File: src/tape_seq_defs.vh
// Constants for the tape station write/read sequencer.
// Assumes inclusion by bare name from every design file that needs it.
`ifndef TAPE_SEQ_DEFS_VH
`define TAPE_SEQ_DEFS_VH

// APB register offsets (byte addresses)
`define REG_CTRL_OFS 8'h00
`define REG_STATUS_OFS 8'h04
`define REG_DELAY_OFS 8'h08

// Control register fields
`define CTRL_SELECT_BIT 0
`define CTRL_READ_BIT 1
`define CTRL_FORWARD_BIT 2
`define CTRL_ERASE_BIT 3
`define CTRL_RESET 3'h2

// Status register fields
`define ST_CONNECT_BIT 0
`define ST_STATE_LSB 1
`define ST_CAPSTAN_BIT 4
`define ST_PROCEED_BIT 5
`define ST_SELPEND_BIT 6
`define ST_LOADPT_BIT 7
`define ST_TOGGLE_LSB 8
`define ST_FIFO_LSB 16

// State counter codes: {bit one, bit two, bit three}
`define STATE_0 3'h0
`define STATE_3 3'h6
`define STATE_6 3'h3
`define STATE_7 3'h7

// Link and data widths
`define TRACKS 7
`define CNT_W 11
`define FIFO_DEPTH 16
`define FIFO_AW 4
`define SYNC_W 12

// Timing in nanoseconds, and station clock period
`define STATION_CLK_NS 16700
`define STOP_DELAY_NS 5300000
`define PREREAD_DELAY_NS 5500000
`define PREWRITE_DELAY_NS 6500000
`define LOADPT_DELAY_NS 29900000

// Least times round up to whole station clocks
`define CYC_UP(t) (((t) + `STATION_CLK_NS - 1) / `STATION_CLK_NS)

// Reset values and counter constants
`define TOGGLE_RESET 7'h7F
`define CNT_ZERO 11'h000
`define CNT_ONE 11'h001
`define CNT_MAX 11'h7FF

`endif

File: src/tape_station_write_read_sequencer.v
// Station-side state counter, delay counter and NRZ write toggles of a
// seven-track tape station, with an APB register slave.
// Assumes the controller pins and the station clock are asynchronous to pclk;
// every one passes two flip-flops before use.
// Summary of operation
// [RULE1] Write toggle flips on one bit only
// [RULE2] Controller sends all-ones after three idle characters
// [RULE3] Check char signal blocks toggle reset side
// [RULE4] Controller ends only after check char read
// [RULE5] End request clears connect on station clock; code clears it only in forward state 7
// [RULE6] End in forward state 7 enters state 3
// [RULE7] Delay counter cleared on entering state 7
// [RULE8] State 3 exits after 5.3 ms stop delay
// [RULE9] Forward reselection leaves state 3 at once
// [RULE10] Selection: state 0 one clock, then state 6
// [RULE11] State 6 turns capstan motor on
// [RULE12] Read off load point waits 5.5 ms
// [RULE13] Read at load point waits 29.9 ms
// [RULE14] Counter held while load point marker seen
// [RULE15] Proceed only in state 7 while connected
// [RULE16] Controller reads only after proceed received
// [RULE17] Write waits 6.5 ms prewrite delay in state 6; code never leaves state 6 when the erase bit is set and read is clear
// [RULE18] Counter and states step per station clock
//
// Design decisions made here: the placing of the registers and register access over APB.
`timescale 1ns/1ps
`include "tape_seq_defs.vh"
module tape_station_write_read_sequencer (
    input wire pclk, // Block clock, 250 MHz
    input wire presetn, // Async reset, active low
    input wire psel, // APB select
    input wire penable, // APB enable
    input wire pwrite, // APB direction
    input wire [31:0] paddr, // APB byte address
    input wire [31:0] pwdata, // APB write data
    output reg [31:0] prdata, // APB read data
    output wire pready, // APB ready, always high
    output wire pslverr, // APB error on unmapped address
    input wire station_clock, // Station clock from link
    input wire ctrl_end_request, // End of operation from controller
    input wire write_check_char, // Write check character level
    input wire load_point_marker, // Load point sensor
    input wire [6:0] wr_char, // Character bits from controller
    input wire wr_char_valid, // Character strobe, rising edge
    output wire char_ready, // FIFO can take a character
    output reg [6:0] write_toggle_out, // Write toggle states
    output reg capstan_motor_on, // Capstan motor power
    output reg capstan_motor_off, // Inverse of motor power
    output reg device_proceed_out, // Device proceed to controller
    output reg station_connected_to_ctrl // Connect flip-flop copy
);

    localparam integer STOP_CYC = `CYC_UP(`STOP_DELAY_NS);
    localparam integer PREREAD_CYC = `CYC_UP(`PREREAD_DELAY_NS);
    localparam integer PREWRITE_CYC = `CYC_UP(`PREWRITE_DELAY_NS);
    localparam integer LOADPT_CYC = `CYC_UP(`LOADPT_DELAY_NS);
    localparam [6:0] TOG_RST = `TOGGLE_RESET;
    localparam [2:0] ST_0 = `STATE_0;
    localparam [2:0] ST_3 = `STATE_3;
    localparam [2:0] ST_6 = `STATE_6;
    localparam [2:0] ST_7 = `STATE_7;

    // State code match, used for the state wire and selection decodes
    function state_is;
        input [2:0] st;
        input [2:0] code;
        begin
            state_is = (st == code);
        end
    endfunction

    ////////////////////////////////////////////////////////////////////////////
    // Input synchronisers
    wire [`SYNC_W-1:0] async_in;
    reg [`SYNC_W-1:0] sync1_q;
    reg [`SYNC_W-1:0] sync2_q;
    reg clk_prev_q;
    reg valid_prev_q;
    wire tick;
    wire char_strobe;
    wire end_sync;
    wire check_sync;
    wire lp_sync;
    wire [6:0] char_sync;
    assign async_in = {wr_char_valid, wr_char, load_point_marker, write_check_char,
                       ctrl_end_request, station_clock};

    // Two flip-flops per pin; stage one feeds stage two only
    always @(posedge pclk or negedge presetn) begin
        if (!presetn) begin
            sync1_q <= {`SYNC_W{1'b0}};
            sync2_q <= {`SYNC_W{1'b0}};
            clk_prev_q <= 1'b0;
            valid_prev_q <= 1'b0;
        end else begin
            sync1_q <= async_in;
            sync2_q <= sync1_q;
            clk_prev_q <= sync2_q[0];
            valid_prev_q <= sync2_q[11];
        end
    end

    // [RULE18] one step per station clock
    assign tick = sync2_q[0] & ~clk_prev_q;
    assign char_strobe = sync2_q[11] & ~valid_prev_q;
    assign end_sync = sync2_q[1];
    assign check_sync = sync2_q[2];
    assign lp_sync = sync2_q[3];
    assign char_sync = sync2_q[10:4];

    ////////////////////////////////////////////////////////////////////////////
    // APB slave
    reg [2:0] ctrl_q;
    reg sel_pend_q;
    reg connect_q;
    reg [2:0] state_q;
    reg [`CNT_W-1:0] cnt_q;
    reg lp_start_q;
    wire [`FIFO_AW:0] fifo_count;
    wire [7:0] addr_lo;
    wire apb_wr;
    wire sel_write;
    wire sel_take;
    wire mapped;

    assign addr_lo = paddr[7:0];
    assign pready = 1'b1;
    assign mapped = (paddr[31:8] == 24'h000000) &&
                    (addr_lo == `REG_CTRL_OFS || addr_lo == `REG_STATUS_OFS || addr_lo == `REG_DELAY_OFS);
    assign pslverr = psel & penable & ~mapped;
    assign apb_wr = psel & penable & pwrite & mapped;
    assign sel_write = apb_wr & (addr_lo == `REG_CTRL_OFS) & pwdata[`CTRL_SELECT_BIT];

    // Order fields: read, forward, erase
    always @(posedge pclk or negedge presetn) begin
        if (!presetn) begin
            ctrl_q <= `CTRL_RESET;
        end else if (apb_wr && addr_lo == `REG_CTRL_OFS) begin
            ctrl_q <= pwdata[`CTRL_ERASE_BIT:`CTRL_READ_BIT];
        end
    end

    // Selection request, set wins over consume
    always @(posedge pclk or negedge presetn) begin
        if (!presetn) begin
            sel_pend_q <= 1'b0;
        end else if (sel_write) begin
            sel_pend_q <= 1'b1;
        end else if (sel_take) begin
            sel_pend_q <= 1'b0;
        end
    end

    // Read data mux
    always @* begin
        prdata = 32'h00000000;
        if (psel && !pwrite) begin
            case (addr_lo)
                `REG_CTRL_OFS: begin
                    prdata[`CTRL_ERASE_BIT:`CTRL_READ_BIT] = ctrl_q;
                end
                `REG_STATUS_OFS: begin
                    prdata[`ST_CONNECT_BIT] = connect_q;
                    prdata[`ST_STATE_LSB+2:`ST_STATE_LSB] = state_q;
                    prdata[`ST_CAPSTAN_BIT] = capstan_motor_on;
                    prdata[`ST_PROCEED_BIT] = device_proceed_out;
                    prdata[`ST_SELPEND_BIT] = sel_pend_q;
                    prdata[`ST_LOADPT_BIT] = lp_sync;
                    prdata[`ST_TOGGLE_LSB+6:`ST_TOGGLE_LSB] = write_toggle_out;
                    prdata[`ST_FIFO_LSB+`FIFO_AW:`ST_FIFO_LSB] = fifo_count;
                end
                `REG_DELAY_OFS: begin
                    prdata[`CNT_W-1:0] = cnt_q;
                end
                default: prdata = 32'h00000000;
            endcase
        end
    end

    ////////////////////////////////////////////////////////////////////////////
    // State counter and delay counter
    wire read_operation_sel;
    wire new_order_forward;
    wire forward_motion_sel;
    wire erase_or_load_point;
    wire in_state_three;
    wire in_state_six;
    wire in_state_seven;
    wire preread_delay_done;
    wire read_delay_qualified;
    wire load_point_delay_done;
    wire prewrite_done;
    wire stop_delay_done;
    wire stop_delay_exit;
    wire exit_six;
    assign read_operation_sel = ctrl_q[0];
    assign new_order_forward = ctrl_q[1];
    assign forward_motion_sel = ctrl_q[1];
    assign erase_or_load_point = ctrl_q[2] | lp_start_q;
    assign in_state_three = state_is(state_q, ST_3);
    assign in_state_six = state_is(state_q, ST_6);
    assign in_state_seven = state_is(state_q, ST_7);

    // Selection accepted only when idle or in the stop delay
    assign sel_take = tick & sel_pend_q & ~connect_q & (state_is(state_q, ST_0) | in_state_three);

    // [RULE12] preread delay off load point
    assign preread_delay_done = (cnt_q >= PREREAD_CYC[`CNT_W-1:0]) & ~erase_or_load_point;
    assign read_delay_qualified = read_operation_sel & preread_delay_done;
    // [RULE13] longer delay at load point
    assign load_point_delay_done = read_operation_sel & erase_or_load_point & (cnt_q >= LOADPT_CYC[`CNT_W-1:0]);
    // [RULE17] prewrite delay
    assign prewrite_done = ~read_operation_sel & ~ctrl_q[2] & (cnt_q >= PREWRITE_CYC[`CNT_W-1:0]);
    assign exit_six = connect_q & (read_delay_qualified | load_point_delay_done | prewrite_done);

    // [RULE8] stop delay decode
    assign stop_delay_done = (cnt_q >= STOP_CYC[`CNT_W-1:0]);
    // [RULE9] forward reselection cuts stop delay
    assign stop_delay_exit = stop_delay_done | (connect_q & new_order_forward);

    // State bits, connect flip-flop, delay counter
    always @(posedge pclk or negedge presetn) begin
        if (!presetn) begin
            state_q <= ST_0;
            connect_q <= 1'b0;
            cnt_q <= `CNT_ZERO;
            lp_start_q <= 1'b0;
        end else if (tick) begin
            if (sel_take) begin
                connect_q <= 1'b1;
            end
            case (state_q)
                ST_0: begin
                    // [RULE10] one clock in state 0
                    if (connect_q) begin
                        state_q <= ST_6;
                        cnt_q <= `CNT_ZERO;
                        lp_start_q <= lp_sync;
                    end
                end
                ST_6: begin
                    if (exit_six) begin
                        // [RULE7] fresh count in state 7
                        state_q <= ST_7;
                        cnt_q <= `CNT_ZERO;
                    // [RULE14] hold counter on marker
                    end else if (!lp_sync && cnt_q != `CNT_MAX) begin
                        cnt_q <= cnt_q + `CNT_ONE;
                    end
                end
                ST_7: begin
                    // [RULE5] [RULE6] end drops connect, state 3
                    if (end_sync && forward_motion_sel) begin
                        connect_q <= 1'b0;
                        state_q <= ST_3;
                        cnt_q <= `CNT_ZERO;
                    end
                end
                ST_3: begin
                    // [RULE8] [RULE9] leave stop delay
                    if (stop_delay_exit) begin
                        state_q <= ST_0;
                        cnt_q <= `CNT_ZERO;
                    end else begin
                        cnt_q <= cnt_q + `CNT_ONE;
                    end
                end
                default: begin
                    state_q <= ST_0;
                    cnt_q <= `CNT_ZERO;
                end
            endcase
        end
    end

    // [RULE11] [RULE15] motor and proceed outputs
    always @(posedge pclk or negedge presetn) begin
        if (!presetn) begin
            capstan_motor_on <= 1'b0;
            capstan_motor_off <= 1'b1;
            device_proceed_out <= 1'b0;
            station_connected_to_ctrl <= 1'b0;
        end else begin
            capstan_motor_on <= state_q[0];
            capstan_motor_off <= ~state_q[0];
            device_proceed_out <= in_state_seven & connect_q;
            station_connected_to_ctrl <= connect_q;
        end
    end

    ////////////////////////////////////////////////////////////////////////////
    // Character FIFO and write toggles
    wire fifo_out_valid;
    wire [6:0] fifo_out_data;
    wire drain;
    wire write_active;

    // Drain stalls outside a connected write in state 7
    assign write_active = connect_q & ~read_operation_sel & in_state_seven;
    assign drain = tick & write_active & fifo_out_valid;

    char_fifo #(
        .WIDTH(`TRACKS),
        .DEPTH(`FIFO_DEPTH),
        .AW(`FIFO_AW)
    ) u_fifo (
        .clk(pclk),
        .rst_n(presetn),
        .in_valid(char_strobe),
        .in_ready(char_ready),
        .in_data(char_sync),
        .out_valid(fifo_out_valid),
        .out_ready(drain),
        .out_data(fifo_out_data),
        .count(fifo_count)
    );

    // One toggle per track; all set while not writing
    genvar gi;
    generate
        for (gi = 0; gi < `TRACKS; gi = gi + 1) begin : g_trk
            always @(posedge pclk or negedge presetn) begin
                if (!presetn) begin
                    write_toggle_out[gi] <= TOG_RST[gi];
                end else if (!connect_q || read_operation_sel) begin
                    write_toggle_out[gi] <= 1'b1;
                end else if (drain && fifo_out_data[gi]) begin
                    // [RULE3] reset side blocked for check char
                    if (check_sync) begin
                        write_toggle_out[gi] <= 1'b1;
                    // [RULE1] NRZ toggle on a one bit
                    end else begin
                        write_toggle_out[gi] <= ~write_toggle_out[gi];
                    end
                end
            end
        end
    endgenerate

endmodule

File: src/char_fifo.v
// Character FIFO between controller link and the write toggles.
// Assumes a single clock; both sides use valid/ready handshakes.
`timescale 1ns/1ps
module char_fifo #(
    parameter WIDTH = 7,
    parameter DEPTH = 16,
    parameter AW = 4
) (
    input wire clk, // Block clock
    input wire rst_n, // Async reset, active low
    input wire in_valid, // Write side offers a word
    output wire in_ready, // FIFO not full
    input wire [WIDTH-1:0] in_data, // Word to store
    output wire out_valid, // FIFO not empty
    input wire out_ready, // Drain side takes a word
    output wire [WIDTH-1:0] out_data, // Oldest word
    output wire [AW:0] count // Words held
);

    reg [WIDTH-1:0] mem [0:DEPTH-1];
    reg [AW-1:0] wr_ptr_q;
    reg [AW-1:0] rd_ptr_q;
    reg [AW:0] count_q;
    wire push;
    wire pop;

    // Handshake and flags
    assign in_ready = (count_q != DEPTH[AW:0]);
    assign out_valid = (count_q != {(AW+1){1'b0}});
    assign push = in_valid & in_ready;
    assign pop = out_valid & out_ready;
    assign out_data = mem[rd_ptr_q];
    assign count = count_q;

    // Storage array, no reset needed
    always @(posedge clk) begin
        if (push) begin
            mem[wr_ptr_q] <= in_data;
        end
    end

    // Pointers and fill level
    always @(posedge clk or negedge rst_n) begin
        if (!rst_n) begin
            wr_ptr_q <= {AW{1'b0}};
            rd_ptr_q <= {AW{1'b0}};
            count_q <= {(AW+1){1'b0}};
        end else begin
            if (push) begin
                wr_ptr_q <= wr_ptr_q + {{(AW-1){1'b0}}, 1'b1};
            end
            if (pop) begin
                rd_ptr_q <= rd_ptr_q + {{(AW-1){1'b0}}, 1'b1};
            end
            if (push && !pop) begin
                count_q <= count_q + {{AW{1'b0}}, 1'b1};
            end else if (pop && !push) begin
                count_q <= count_q - {{AW{1'b0}}, 1'b1};
            end
        end
    end

endmodule

File: config.mk
export PLATFORM = sky130hd
export DESIGN_NAME = tape_station_write_read_sequencer
export DESIGN_NICKNAME = d
export VERILOG_FILES = /design/src/tape_station_write_read_sequencer.v /design/src/char_fifo.v
export VERILOG_INCLUDE_DIRS = /design/src /design/src/src
export SDC_FILE = /design/constraint.sdc
export NUM_CORES = 1
export LEC_CHECK = 0
export BUFFER_PORTS_ARGS = -buffer_cell sky130_fd_sc_hd__buf_2
export CAP_MARGIN = 20
export CORE_MARGIN = 5
export CORE_UTILIZATION = 34
export CTS_BUF_LIST = sky130_fd_sc_hd__clkbuf_4
export CTS_CLUSTER_DIAMETER = 200
export DETAILED_ROUTE_END_ITERATION = 10
export SLEW_MARGIN = 20
export SYNTH_ARGS = -nofsm -noshare
export SYNTH_HDL_FRONTEND = slang
export SYNTH_SLANG_ARGS = --single-unit
File: constraint.sdc
create_clock -name pclk -period 3.82 [get_ports pclk]
set_input_delay 0.191 -clock pclk [delete_from_list [all_inputs] [get_ports pclk]]
set_output_delay 0.191 -clock pclk [all_outputs]
set_load 0.03 [all_outputs]
==> impl_metrics.ini <==
[status]
status = finished, final reports clean

[power_and_ir_drop]
total_power_mw = 3.768
p_per_area_nw_per_um2 = 409.9
p_leak_nw = 3.382
peakVddDrop_v = 0.0002125

[sta]
tightest_slew_ps = 967.4
drv_slew = 0
timing.final.crit_share_pct = 73.33
finalHoldViolCount = 0
min_period_ps = 2801
max_freq_mhz = 357.0
fin_setup_tns_ps = 0
rsz0062_at_grt = no
setup_ws_ps = 1019
slew_headroom_pct = 35.51
clock_skew_ps = 16.00
setup_viol = 0

[placement]
pre_cts_slack_ps = 1042
dpl.hpwl_um = 11780
routabilityCongestion = 0.8256
port_buffers = 85

[critical_path]
crit_arrival_ps = 3240
cp_cell_sequence = nor4_1, nand2b_1, and3_1, buf_4, inv_2, ha_1, inv_1, ha_1, a21o_1, a21oi_1, xnor2_1, nor2_1, xor2_1
end_kind = flop
start_kind = flop
path_max_fanout = 12
critPathSlowestCell = dfrtp_1
worstPathRequired_ps = 4260
path_class = flop to flop
crit_top_cell = ha_1
cp_slowest_stage_delay_ps = 440
critPathBufInv = 3
critPathTopFamily = simple AND/OR/NAND/NOR gates

[detailed_routing]
routedWlPerCell_um = 17.24
drt_iter0_drc = 229
via_count = 4764
dr.pass1.iters = 5
avgViaCountPerCell = 4.896
drt.antenna.violating_nets = 0
drt-total-wl_um = 16770
drc_errors = 0

[global_routing]
grt_pass1_wl_um = 26360
antenna_found_initial = 0
grt_start_max_net_pins = 71
overflow = 0
grt_pass1_vias = 4815
grtUsageTotal_pct = 12.77

[yosys]
yosysWarnings = 0
synth.distinct_cells = 66
async_reset_ff_share_pct = 38.46
syn_area_um2 = 8048
synthTopCellsByArea = edfxtp_1 42%, dfrtp_1 19%, mux4_2 7.8%
synth_cells = 538
yosysTopAreaCellShare_pct = 41.79
synthFlopType = edfxtp_1
syn_avg_cell_area_um2 = 14.96
synth_top_area_cell = edfxtp_1
synth-edff-count = 112
ys_seq_elements = 182
ys_seq_area_share_pct = 63.70

[clock_tree]
clk_latency_ps = 550
cts_sinks = 182
cts_inserted_buffers = 17
clkTransAtPathRegs_ps = 140
ctsHtreeMaxLevel = 4
post-cts-setup-buffers = 0
cts_tree = built
max-clock-path-buffers = 2
clockRootBuffer = clkbuf_4

[job]
cap_violations = 0

[cells_and_area]
nFillCells = 2191
final_util_pct = 39.28
final_net_count = 734
drive_gt1_share_pct = 29.97
areaGrowthSynthToFinish_pct = 14.23
n_antenna_cell = 0

[floorplanning]
boundaryPins = 127
initial_core_util_pct = 34.39
die_y_um = 163.9
fp.coreArea_um2 = 23400
rows = 56
die_w_um = 163.9
die_area_um2 = 26850

[min_path]
hold_path.class = primary input to flop
kinds of logic after synthesis:
group / share of synthesized area, %
buffers and inverters: 3.887
adders and majority gates: 1.959
and+or+nand+nor: 10.60
AOI/OAI and AO/OA: 6.654
xor gates and xnor gates: 1.306
DFF: 63.70
muxes: 11.80
other: 0.09332
flip-flops by register name, indices dropped and copies added, names as in the netlist, 3 cells and up:
name / cells
cnt_q: 11
ctrl_q: 3
state_q: 3
sync1_q: 12
sync2_q: 12
u_fifo.count: 5
u_fifo.mem: 112
u_fifo.rd_ptr_q: 4
u_fifo.wr_ptr_q: 4
write_toggle_out: 7
synth_stat cells (2+ instances only):
library cell and count:
nand3_1 15, mux2_2 13, mux2_1 2, dfstp_2 9, o211ai_1 8, nor4_1 9
edfxtp_1 112, nor3_1 7, nand2b_1 13, buf_2 4, mux4_2 28, o21ai_0 4
a21o_1 2, a211oi_1 2, a211oi_2 2, xnor2_1 8, conb_1 2, a21oi_1 6
buf_1 2, nand2_1 33, nand4_1 5, inv_1 17, dfrtp_1 61, nor3b_1 2
and3b_1 2, nor2_1 23, clkbuf_1 11, and2_1 25, o21ai_1 3, nor2b_1 2
buf_4 14, and3_1 7, o22ai_1 2, xor2_1 4, inv_2 2, mux2i_1 15
buf_6 6, ha_1 11, a22oi_1 11, o221ai_2 8
stage by stage:
step	hold WS (ps)	cells	instance area [um2]
after global routing	205.5	973	9193
after CTS	206.5	973	9193
after global placement	299.6	924	8736
final	269.2	973	9193
after floorplan	-104.6	549	8089
after detailed placement	300.3	924	8736
cells in the final DEF, fill, tap and decap left out, types with 5 or more instances in the layout:
cell type,synthesis,layout
o221ai_2,8,8
nand2b_1,13,13
a21oi_1,6,6
nand3_1,15,15
and3_1,7,7
mux2_2,13,13
mux2i_1,15,15
clkbuf_4,0,21
nand2_1,33,33
dfrtp_1,61,60
conb_1,2,13
dlygate4sd3_1,0,17
inv_1,17,17
buf_2,4,84
nor4_1,9,9
a22oi_1,11,11
xnor2_1,8,8
ha_1,11,11
nor3_1,7,7
nand4_1,5,5
dfstp_2,9,9
mux4_2,28,28
edfxtp_1,112,112
nor2_1,23,23
o211ai_1,8,8
and2_1,25,25
clkinvlp_4,0,5
buf_4,14,9
layout make-up:
| class | instances | area, um2 | area share (%) |
|---|---|---|---|
| Sequential cell | 182 | 5127 | 55.78 |
| Multi-Input combinational cell | 311 | 2650 | 28.83 |
| Timing Repair Buffer | 110 | 658.1 | 7.159 |
| Tap cell | 319 | 399.1 | 4.342 |
| Clock buffer | 21 | 157.7 | 1.715 |
| Clock inverter | 11 | 128.9 | 1.402 |
| Inverter | 19 | 71.32 | 0.7758 |
power breakdown:
group	switching, mW	internal [mW]	total, mW
clock network	0.648	0.421	1.07
logic	0.226	0.171	0.397
registers	0.0899	2.21	2.30
worst paths after layout:
check	from	endpoint	slack (ps)	cells past startpoint
min in group asynchronous	presetn	sync1_q[2]	280	2
max	u_fifo.count[1]	u_fifo.count[4]	1020	13
max reg2reg	u_fifo.count[1]	u_fifo.count[4]	1020	13
min reg2reg	sync1_q[11]	sync2_q[11]	370	0
min	load_point_marker	sync1_q[3]	270	2
max in group asynchronous	presetn	u_fifo.rd_ptr_q[0]	2900	2
per-layer routing:
| metal | share of wire [%] | global-route usage (%) |
|---|---|---|
| met1 | 43 | 16.55 |
| met3 | 6.0 | 3.312 |
| met2 | 50 | 21.51 |
| met4 | 1.2 | 3.202 |
| met5 | 0 | 0 |
repair_timing:
item,CTS,global route
hold endpoints to repair,77,0
hold buffers,17,0
resized for setup,0,0
No activity file was read; power rests on OpenSTA's default activity.
